<file path="config.mk">
export PLATFORM = sky130hd
export DESIGN_NAME = rsc_device_end_flat
export DESIGN_NICKNAME = d
export VERILOG_FILES = /design/src/rtl/rsc_pkg.sv /design/src/rtl/rsc_pair_if.sv /design/src/rtl/rsc_device_end.sv /design/src/rtl/rsc_sync2.sv /design/src/flat_wrapper.sv
export SDC_FILE = /design/constraint.sdc
export NUM_CORES = 1
export LEC_CHECK = 0
export ABC_AREA = 1
export BUFFER_PORTS_ARGS = -buffer_cell sky130_fd_sc_hd__buf_4
export CAP_MARGIN = 0
export CORE_MARGIN = 2
export CORE_UTILIZATION = 52
export DETAILED_ROUTE_END_ITERATION = 8
export PLACE_DENSITY_LB_ADDON = 0.2
export SLEW_MARGIN = 20
export SYNTH_ARGS = -nofsm -noshare
export SYNTH_HDL_FRONTEND = slang
export SYNTH_HIERARCHICAL = 1
export SYNTH_SLANG_ARGS = --single-unit
export TNS_END_PERCENT = 10
</file>
<file path="constraint.sdc">
create_clock -name core_clk -period 18.5 [get_ports core_clk]
set_input_delay 1.85 -clock core_clk [delete_from_list [all_inputs] [get_ports core_clk]]
set_output_delay 1.85 -clock core_clk [all_outputs]
set_load 0.02 [all_outputs]
</file>
<file path="src/rtl/rsc_pkg.sv">
// Contract
// RULE_01: Slave forces cross-connect input priority to one.
// RULE_02: Slave disables phase-transient absorption.
// RULE_03: Slave forces revertive selection on.
// RULE_04: Slave forces primary bandwidth to acquisition.
// RULE_05: Master uses programmed cross-connect priority, zero.
// RULE_06: Master follows absorption, revertive, bandwidth registers.
// RULE_07: Master automatic bandwidth switches locked/acquisition.
// RULE_08: Software may set the four functions.
// RULE_09: Software copies local validity to partner.
// RULE_10: Priorities equal except cross-connect entries.
// RULE_11: Slave configured with highest loop bandwidth.
// RULE_12: Separate priority tables per clock path.
// RULE_13: Absorption off: outputs in phase with reference.
// RULE_14: Faster outputs edge aligned, slower divided.
// RULE_15: Secondary outputs follow secondary selected input.
// RULE_16: Locked to 2 kHz: all outputs align.
// RULE_17: Locked to 8 kHz: all but multiframe align. The code does this 8 kHz alignment only while ext_sync_mode is low.
// RULE_18: External sync only realigns, never locked to.
// RULE_19: Software keeps both devices consistent by polling.
// RULE_20: Phase offset applies only with absorption off.
// RULE_21: Role pin synchronised before overriding settings.
package rsc_pkg;
   localparam int NUM_SOURCES = 14;
   localparam logic [3:0] XC_IDX = 4'ha;
   localparam logic [3:0] PRIO_OFF = 4'h0;
   localparam logic [3:0] PRIO_TOP = 4'h1;
   localparam logic [3:0] PRIO_RST = 4'h0;
   localparam logic [3:0] BW_MAX = 4'hf;
   localparam logic [3:0] BW_RST = 4'h0;
   localparam int F_SLV_PRIO = 0;
   localparam int F_ABSORB = 1;
   localparam int F_REVERT = 2;
   localparam int F_BW = 3;
   localparam int CLK_PERIOD_NS = 40;
   localparam int FRAME_PERIOD_NS = 125000;
   localparam int FRAME_CYCLES = FRAME_PERIOD_NS / CLK_PERIOD_NS;
   localparam int FRAMES_PER_MF = 4;
   localparam int POLL_PERIOD_NS = 100000;
   localparam int POLL_CYCLES = POLL_PERIOD_NS / CLK_PERIOD_NS;
   localparam logic PATH_PRIMARY = 1'b0;
   localparam logic PATH_SECONDARY = 1'b1;
endpackage : rsc_pkg

</file>
<file path="src/rtl/rsc_pair_if.sv">
`timescale 1ns/100ps
`default_nettype none
interface rsc_pair_if #(parameter int NSRC = rsc_pkg::NUM_SOURCES);
   logic pair_role_select_pin;
   logic prio_wr;
   logic prio_path;
   logic [3:0] prio_idx;
   logic [3:0] prio_val;
   logic [3:0] ovr_en;
   logic [3:0] ovr_slave;
   logic [1:0] absorb_cfg;
   logic revert_cfg;
   logic bw_auto;
   logic bw_manual_acq;
   logic [3:0] lock_bw;
   logic [3:0] acq_bw;
   logic [15:0] phase_ofs;
   logic [NSRC-1:0] remote_valid;
   logic [NSRC-1:0] local_valid;
   modport dev (
      input pair_role_select_pin, prio_wr, prio_path, prio_idx, prio_val, ovr_en, ovr_slave,
      input absorb_cfg, revert_cfg, bw_auto, bw_manual_acq, lock_bw, acq_bw, phase_ofs, remote_valid,
      output local_valid
   );
   modport sup (
      output pair_role_select_pin, prio_wr, prio_path, prio_idx, prio_val, ovr_en, ovr_slave,
      output absorb_cfg, revert_cfg, bw_auto, bw_manual_acq, lock_bw, acq_bw, phase_ofs, remote_valid,
      input local_valid
   );
endinterface : rsc_pair_if
`default_nettype wire

</file>
<file path="src/rtl/rsc_device_end.sv">
`timescale 1ns/100ps
`default_nettype none
module rsc_device_end #(parameter int NSRC = rsc_pkg::NUM_SOURCES)
(
   input wire logic core_clk,
   input wire logic rst_n,
   rsc_pair_if.dev cfg,
   input wire logic external_sync_input,
   input wire logic [NSRC-1:0] src_ok,
   input wire logic dpll_locked,
   input wire logic ext_sync_mode,
   input wire logic lock_ref_is_2k,
   input wire logic lock_ref_is_8k,
   input wire logic ref_edge,
   output logic [3:0] primary_sel,
   output logic primary_sel_ok,
   output logic [3:0] secondary_sel,
   output logic secondary_sel_ok,
   output logic eff_slave_prio,
   output logic eff_absorb,
   output logic eff_revertive,
   output logic eff_bw_acq,
   output logic [3:0] active_bw,
   output logic [15:0] applied_phase_ofs,
   output logic frame_sync_output,
   output logic multiframe_sync_output
);
   logic role_master;
   logic sync_lvl;
   logic sync_prev_q;
   logic sync_pend_q;
   logic [3:0] prio_q [2][NSRC];
   logic [3:0] prio_eff [2][NSRC];
   logic [NSRC-1:0] usable;
   logic [3:0] slave_f;
   logic revert_path [2];
   logic [4:0] best [2];
   logic [3:0] sel_q [2];
   logic sel_ok_q [2];
   logic [11:0] frame_cnt_q;
   logic [1:0] mf_cnt_q;
   logic realign_all;
   logic realign_frame;
   logic frame_wrap;

   // Both external levels pass two flops before any setting is steered by them.
   rsc_sync2 #(.W(2)) u_sync (
      .core_clk(core_clk),
      .rst_n(rst_n),
      .async_in({cfg.pair_role_select_pin, external_sync_input}),
      .sync_out({role_master, sync_lvl})
   ); // [RULE_21]

   // Lowest non-zero priority value wins; ties go to the lower input number.
   function automatic logic [4:0] best_src(input logic [3:0] pr [NSRC], input logic [NSRC-1:0] ok);
      logic [3:0] bv;
      logic [4:0] res;
      bv = 4'hf;
      res = 5'h00;
      for (int i = 0; i < NSRC; i++)
      begin
         if (ok[i] && pr[i] != rsc_pkg::PRIO_OFF && (!res[4] || pr[i] < bv))
         begin
            bv = pr[i];
            res = {1'b1, 4'(i)};
         end
      end
      return res;
   endfunction : best_src

   // Each function follows the pin unless software has taken it over.
   always_comb
   begin
      for (int f = 0; f < 4; f++)
      begin
         slave_f[f] = cfg.ovr_en[f] ? cfg.ovr_slave[f] : !role_master; // [RULE_08]
      end
   end

   assign eff_slave_prio = slave_f[rsc_pkg::F_SLV_PRIO];
   assign eff_absorb = !slave_f[rsc_pkg::F_ABSORB] && (cfg.absorb_cfg != 2'b00); // [RULE_02] [RULE_06]
   assign eff_revertive = slave_f[rsc_pkg::F_REVERT] || cfg.revert_cfg; // [RULE_03] [RULE_06]
   always_comb
   begin
      if (slave_f[rsc_pkg::F_BW])
      begin
         eff_bw_acq = 1'b1; // [RULE_04]
      end
      else if (cfg.bw_auto)
      begin
         eff_bw_acq = !dpll_locked; // [RULE_07]
      end
      else
      begin
         eff_bw_acq = cfg.bw_manual_acq; // [RULE_06]
      end
   end
   assign revert_path[0] = eff_revertive;
   assign revert_path[1] = cfg.revert_cfg;

   always_ff @(posedge core_clk or negedge rst_n)
   begin
      if (!rst_n)
      begin
         active_bw <= rsc_pkg::BW_RST;
      end
      else
      begin
         active_bw <= eff_bw_acq ? cfg.acq_bw : cfg.lock_bw;
      end
   end

   // A phase offset is meaningful only when outputs track the reference edge directly.
   always_ff @(posedge core_clk or negedge rst_n)
   begin
      if (!rst_n)
      begin
         applied_phase_ofs <= '0;
      end
      else
      begin
         applied_phase_ofs <= eff_absorb ? '0 : cfg.phase_ofs; // [RULE_20] [RULE_13]
      end
   end

   // Separate tables let the master's output be disabled on the secondary path only.
   always_ff @(posedge core_clk or negedge rst_n)
   begin
      if (!rst_n)
      begin
         for (int p = 0; p < 2; p++)
         begin
            for (int i = 0; i < NSRC; i++)
            begin
               prio_q[p][i] <= rsc_pkg::PRIO_RST;
            end
         end
      end
      else if (cfg.prio_wr && cfg.prio_idx < 4'(NSRC))
      begin
         prio_q[cfg.prio_path][cfg.prio_idx] <= cfg.prio_val; // [RULE_12]
      end
   end

   always_comb
   begin
      prio_eff = prio_q;
      if (eff_slave_prio)
      begin
         prio_eff[rsc_pkg::PATH_PRIMARY][rsc_pkg::XC_IDX] = rsc_pkg::PRIO_TOP; // [RULE_01]
      end
      // A master keeps whatever software wrote for the cross-connect input. [RULE_05]
   end

   assign usable = src_ok & cfg.remote_valid;
   assign cfg.local_valid = src_ok;

   generate
      for (genvar p = 0; p < 2; p++)
      begin : g_path
         assign best[p] = best_src(prio_eff[p], usable);
         // Non-revertive paths hold a working source even if a better one returns.
         always_ff @(posedge core_clk or negedge rst_n)
         begin
            if (!rst_n)
            begin
               sel_q[p] <= 4'h0;
               sel_ok_q[p] <= 1'b0;
            end
            else if (revert_path[p] || !sel_ok_q[p] || !usable[sel_q[p]]
                     || prio_eff[p][sel_q[p]] == rsc_pkg::PRIO_OFF)
            begin
               sel_q[p] <= best[p][3:0]; // [RULE_03] [RULE_15]
               sel_ok_q[p] <= best[p][4];
            end
         end
      end
   endgenerate

   assign primary_sel = sel_q[0];
   assign primary_sel_ok = sel_ok_q[0];
   assign secondary_sel = sel_q[1];
   assign secondary_sel_ok = sel_ok_q[1];

   // The sync input is sampled every cycle, its falling edge is acted on only at the next reference edge, and it never enters selection.
   always_ff @(posedge core_clk or negedge rst_n)
   begin
      if (!rst_n)
      begin
         sync_prev_q <= 1'b0;
         sync_pend_q <= 1'b0;
      end
      else
      begin
         sync_prev_q <= sync_lvl;
         if (ext_sync_mode && sync_prev_q && !sync_lvl)
         begin
            sync_pend_q <= 1'b1; // [RULE_18]
         end
         else if (ref_edge)
         begin
            sync_pend_q <= 1'b0;
         end
      end
   end

   assign realign_all = ref_edge && ((ext_sync_mode && sync_pend_q) || lock_ref_is_2k); // [RULE_16] [RULE_18]
   assign realign_frame = ref_edge && lock_ref_is_8k && !ext_sync_mode; // [RULE_17]
   assign frame_wrap = frame_cnt_q == 12'(rsc_pkg::FRAME_CYCLES - 1);

   // Multiframe timing is a division of the frame counter, so both stay edge related.
   always_ff @(posedge core_clk or negedge rst_n)
   begin
      if (!rst_n)
      begin
         frame_cnt_q <= '0;
         mf_cnt_q <= '0;
      end
      else if (realign_all)
      begin
         frame_cnt_q <= '0;
         mf_cnt_q <= '0;
      end
      else if (realign_frame)
      begin
         frame_cnt_q <= '0; // [RULE_17]
      end
      else if (frame_wrap)
      begin
         frame_cnt_q <= '0;
         mf_cnt_q <= (mf_cnt_q == 2'(rsc_pkg::FRAMES_PER_MF - 1)) ? 2'h0 : mf_cnt_q + 2'h1; // [RULE_14]
      end
      else
      begin
         frame_cnt_q <= frame_cnt_q + 12'h001;
      end
   end

   // The frame sync falls at each frame boundary; the multiframe sync falls with it only at every fourth one.
   always_ff @(posedge core_clk or negedge rst_n)
   begin
      if (!rst_n)
      begin
         frame_sync_output <= 1'b1;
         multiframe_sync_output <= 1'b1;
      end
      else
      begin
         frame_sync_output <= frame_cnt_q >= 12'(rsc_pkg::FRAME_CYCLES / 2); // [RULE_14]
         multiframe_sync_output <= mf_cnt_q >= 2'(rsc_pkg::FRAMES_PER_MF / 2);
      end
   end
endmodule : rsc_device_end
`default_nettype wire

</file>
<file path="src/rtl/rsc_sync2.sv">
`timescale 1ns/100ps
`default_nettype none
module rsc_sync2 #(parameter int W = 1)
(
   input wire logic core_clk,
   input wire logic rst_n,
   input wire logic [W-1:0] async_in,
   output logic [W-1:0] sync_out
);
   logic [W-1:0] meta_q;
   always_ff @(posedge core_clk or negedge rst_n)
   begin
      if (!rst_n)
      begin
         meta_q <= '0;
         sync_out <= '0;
      end
      else
      begin
         meta_q <= async_in;
         sync_out <= meta_q;
      end
   end
endmodule : rsc_sync2
`default_nettype wire

</file>
<file path="src/flat_wrapper.sv">
// flat-port wrapper written by rule: the top's interface ports become plain ports
module rsc_device_end_flat 
#(parameter int NSRC = rsc_pkg::NUM_SOURCES)
  (core_clk, rst_n, external_sync_input, src_ok, dpll_locked, ext_sync_mode, lock_ref_is_2k, lock_ref_is_8k, ref_edge, primary_sel, primary_sel_ok, secondary_sel, secondary_sel_ok, eff_slave_prio, eff_absorb, eff_revertive, eff_bw_acq, active_bw, applied_phase_ofs, frame_sync_output, multiframe_sync_output, cfg_pair_role_select_pin, cfg_prio_wr, cfg_prio_path, cfg_prio_idx, cfg_prio_val, cfg_ovr_en, cfg_ovr_slave, cfg_absorb_cfg, cfg_revert_cfg, cfg_bw_auto, cfg_bw_manual_acq, cfg_lock_bw, cfg_acq_bw, cfg_phase_ofs, cfg_remote_valid, cfg_local_valid);
  rsc_pair_if #(.NSRC(NSRC)) cfg_i ();
  input wire logic core_clk;
  input wire logic rst_n;
  input wire logic external_sync_input;
  input wire logic [NSRC-1:0] src_ok;
  input wire logic dpll_locked;
  input wire logic ext_sync_mode;
  input wire logic lock_ref_is_2k;
  input wire logic lock_ref_is_8k;
  input wire logic ref_edge;
  output logic [3:0] primary_sel;
  output logic primary_sel_ok;
  output logic [3:0] secondary_sel;
  output logic secondary_sel_ok;
  output logic eff_slave_prio;
  output logic eff_absorb;
  output logic eff_revertive;
  output logic eff_bw_acq;
  output logic [3:0] active_bw;
  output logic [15:0] applied_phase_ofs;
  output logic frame_sync_output;
  output logic multiframe_sync_output;
  input wire logic [$bits(cfg_i.pair_role_select_pin)-1:0] cfg_pair_role_select_pin;
  input wire logic [$bits(cfg_i.prio_wr)-1:0] cfg_prio_wr;
  input wire logic [$bits(cfg_i.prio_path)-1:0] cfg_prio_path;
  input wire logic [$bits(cfg_i.prio_idx)-1:0] cfg_prio_idx;
  input wire logic [$bits(cfg_i.prio_val)-1:0] cfg_prio_val;
  input wire logic [$bits(cfg_i.ovr_en)-1:0] cfg_ovr_en;
  input wire logic [$bits(cfg_i.ovr_slave)-1:0] cfg_ovr_slave;
  input wire logic [$bits(cfg_i.absorb_cfg)-1:0] cfg_absorb_cfg;
  input wire logic [$bits(cfg_i.revert_cfg)-1:0] cfg_revert_cfg;
  input wire logic [$bits(cfg_i.bw_auto)-1:0] cfg_bw_auto;
  input wire logic [$bits(cfg_i.bw_manual_acq)-1:0] cfg_bw_manual_acq;
  input wire logic [$bits(cfg_i.lock_bw)-1:0] cfg_lock_bw;
  input wire logic [$bits(cfg_i.acq_bw)-1:0] cfg_acq_bw;
  input wire logic [$bits(cfg_i.phase_ofs)-1:0] cfg_phase_ofs;
  input wire logic [$bits(cfg_i.remote_valid)-1:0] cfg_remote_valid;
  output wire logic [$bits(cfg_i.local_valid)-1:0] cfg_local_valid;
  assign cfg_i.pair_role_select_pin = cfg_pair_role_select_pin;
  assign cfg_i.prio_wr = cfg_prio_wr;
  assign cfg_i.prio_path = cfg_prio_path;
  assign cfg_i.prio_idx = cfg_prio_idx;
  assign cfg_i.prio_val = cfg_prio_val;
  assign cfg_i.ovr_en = cfg_ovr_en;
  assign cfg_i.ovr_slave = cfg_ovr_slave;
  assign cfg_i.absorb_cfg = cfg_absorb_cfg;
  assign cfg_i.revert_cfg = cfg_revert_cfg;
  assign cfg_i.bw_auto = cfg_bw_auto;
  assign cfg_i.bw_manual_acq = cfg_bw_manual_acq;
  assign cfg_i.lock_bw = cfg_lock_bw;
  assign cfg_i.acq_bw = cfg_acq_bw;
  assign cfg_i.phase_ofs = cfg_phase_ofs;
  assign cfg_i.remote_valid = cfg_remote_valid;
  assign cfg_local_valid = cfg_i.local_valid;
  rsc_device_end #(.NSRC(NSRC)) u_core (.core_clk(core_clk), .rst_n(rst_n), .cfg(cfg_i), .external_sync_input(external_sync_input), .src_ok(src_ok), .dpll_locked(dpll_locked), .ext_sync_mode(ext_sync_mode), .lock_ref_is_2k(lock_ref_is_2k), .lock_ref_is_8k(lock_ref_is_8k), .ref_edge(ref_edge), .primary_sel(primary_sel), .primary_sel_ok(primary_sel_ok), .secondary_sel(secondary_sel), .secondary_sel_ok(secondary_sel_ok), .eff_slave_prio(eff_slave_prio), .eff_absorb(eff_absorb), .eff_revertive(eff_revertive), .eff_bw_acq(eff_bw_acq), .active_bw(active_bw), .applied_phase_ofs(applied_phase_ofs), .frame_sync_output(frame_sync_output), .multiframe_sync_output(multiframe_sync_output));
endmodule
</file>
==> flow_summary.json <==
{
  "status": "finished, final reports clean",
  "cts_setup_buffers": 0,
  "synth_top_cells_by_area": "dfrtp_1 34%, nand2_1 15%, inv_1 7.5%",
  "period_needed_ps": 15530,
  "syn_inst": 1753,
  "report.final.slew_viol_count": 0,
  "multiInputGateArea_sq_um": 6620,
  "grt_antenna_before_repair": 0,
  "avgSynthCellArea_sq_um": 6.81,
  "final-hold-violation-count": 0,
  "drtIter0Drc": 1026,
  "setup_viol": 0,
  "finalCritPeriodShare_pct": 84.0,
  "setup_tns_ps": 0,
  "synth_common_cells": "463 x nand2_1, 239 x inv_1, 171 x nand3_1",
  "synth.distinct_cells": 47,
  "drt_first_pass_iters": 6,
  "antenna_cells": 0,
  "routed_via_density": 5.42,
  "syn2layout_area_growth_pct": 14.6,
  "fmax_mhz": 64.4,
  "critPathSlowestCell": "o21ai_0",
  "postCtsHoldBufs": 0,
  "arrival_ps": 15840,
  "grt_usage_pct": 27.7,
  "cp-start-kind": "input port",
  "path_max_fanout": 10,
  "end_kind": "flip-flop",
  "worst_pin_slew_ps": 976,
  "die_x_um": 156,
  "synth_top_area_share_pct": 34.0,
  "routabilityCongestion": 0.941,
  "max-vdd-ir-drop_mv": 0.0677,
  "postCtsResizedCells": 0,
  "synth_edf_count": 0,
  "rows": 55,
  "utilization_pct": 60.6,
  "crit_top_cell": "nand2_4",
  "synth-main-ff-cell": "dfrtp_1",
  "io_pins": 134,
  "syn-num-nets": 1879,
  "drc_errors": 0,
  "cts_tree": "yes",
  "initial_utilization_pct": 52.9,
  "worstPathRequired_ps": 18810,
  "hold_path.class": "reg -> reg",
  "grt_pass1_vias": 11200,
  "cts.path.max_buffers": 2,
  "yosysWarnings": 6,
  "critPathMaxStageDelay_ps": 370,
  "rsz0062_at_grt": "false",
  "final.fill_count": 2137,
  "cts.sinks": 164,
  "synth.most_common_cell": "nand2_1",
  "wl_per_cell_um": 15.1,
  "drv_cap": 0,
  "drive_gt1_share_pct": 18.5,
  "numCtsBuffers": 17,
  "dp_hpwl_um": 24800,
  "die_y_um": 156,
  "grt_overflow": 0,
  "worst-path-buf-inv": 22,
  "ctsRootBufferMaster": "clkbuf_16",
  "core_sq_um": 22600,
  "critPathTopFamily": "compound AO/OA/AOI/OAI gates",
  "portBuffers": 133,
  "grt_pass1_wl_um": 54000,
  "h-tree-depth": 4,
  "syn-cell-area_sq_um": 11900,
  "vias": 11800,
  "cts.clk_slew.worst_paths_ps": 60,
  "final_nets": 1998,
  "regArea_sq_um": 4110,
  "criticalPathCategory": "in -> reg",
  "power_density_nw_per_um2": 128,
  "wirelength_um": 32800,
  "synth-seq-cells": 164,
  "slew_headroom_pct": 34.4,
  "die-area_sq_um": 24200,
  "grt_max_degree": 105,
  "synth_area_leader_cell": "dfrtp_1",
  "skew_ps": 9.83,
  "leakage_nw": 7.29,
  "ant_nets": 0,
  "clock_latency_ps": 430,
  "yosysSeqAreaShare_pct": 34.4,
  "async_reset_ff_share_pct": 100
}
-- kinds of logic after synthesis --
kind of cell	share of synthesized area, %
compound gates	12.7
xor+xnor	0.294
flops	34.4
buf+inv	10.1
simple gates	37.8
mux	0.377
fa+ha+maj	4.40
-- power breakdown --
group	switching, mW	internal, mW
Clock	0.151	0.199
Sequential	0.0807	0.436
Combinational	0.559	0.321
-- final timing paths --
kind / from / to / slack (ps) / cells after the start
max in group asynchronous: rst_n / u_core/secondary_sel[1] / 15590 / 2
worst min-delay path: u_core/u_sync/meta_q[1] / u_core/u_sync/sync_out[1] / 350 / 0
min in group asynchronous: rst_n / u_core/active_bw[3] / 1540 / 1
worst max register to register: u_core/prio_eff[55] / u_core/secondary_sel[1] / 4100 / 103
worst min register to register: u_core/u_sync/meta_q[1] / u_core/u_sync/sync_out[1] / 350 / 0
worst max-delay path: src_ok[0] / u_core/secondary_sel[1] / 2970 / 104
-- placed cells by master, fill, tap and decap left out, types with 5 or more instances in the layout --
master,count
nand2_4,37
or2_2,10
o21ai_0,165
nor2_1,156
nand4_1,5
o21bai_1,24
inv_1,239
buf_4,133
nand2_1,463
a41oi_1,13
a21oi_1,41
nand2_2,90
inv_2,29
nand3_1,171
dfrtp_1,162
clkbuf_16,17
nand3_2,6
ha_1,42
nor3_1,16
-- metrics by stage --
| step | instances | setup WS (ps) | hold WS (ps) | total power, mW | instance area (sq um) |
|---|---|---|---|---|---|
| floorplan | 1753 | 4930 | 331 | 1.18 | 11900 |
| global placement | 2138 | 3000 | 333 | 1.36 | 13100 |
| detailed placement | 2138 | 2750 | 335 | 1.39 | 13100 |
| CTS | 2169 | 3110 | 350 | 1.74 | 13700 |
| global route | 2169 | 1540 | 357 | 1.91 | 13700 |
| finish | 2169 | 2970 | 349 | 1.75 | 13700 |
-- cell type report --
type	instances	area share [%]
inverters	270	7.43
well taps	285	2.61
repair buffers	134	7.38
clock buffers	19	3.17
flip-flops and latches	164	30.0
clock inverters	12	0.952
multi-input cells	1285	48.4
-- state kept, by name (all words and copies together) (netlist names) --
register,cells
u_core/applied_phase_ofs,16
u_core/secondary_sel,4
u_core/mf_cnt_q,2
u_core/sync_pend_q,1
u_core/u_sync/meta_q,2
u_core/u_sync/sync_out,2
u_core/prio_q,4
u_core/primary_sel,4
u_core/frame_cnt_q,12
u_core/active_bw,4
u_core/frame_sync_output,1
u_core/multiframe_sync_output,1
u_core/sync_prev_q,1
u_core/primary_sel_ok,1
u_core/prio_eff,108
u_core/secondary_sel_ok,1
-- layer usage --
| metal | track usage (%) | vias up | wire, um |
|---|---|---|---|
| met5 | 0 | - | 0 |
| met4 | 6.95 | 0 | 488 |
| met3 | 4.85 | 43 | 2040 |
| met2 | 47.4 | 359 | 15700 |
| met1 | 36.7 | 5520 | 14600 |
| li1 | - | 5834 | - |
Note: power is estimated with default switching activity, not from simulation.
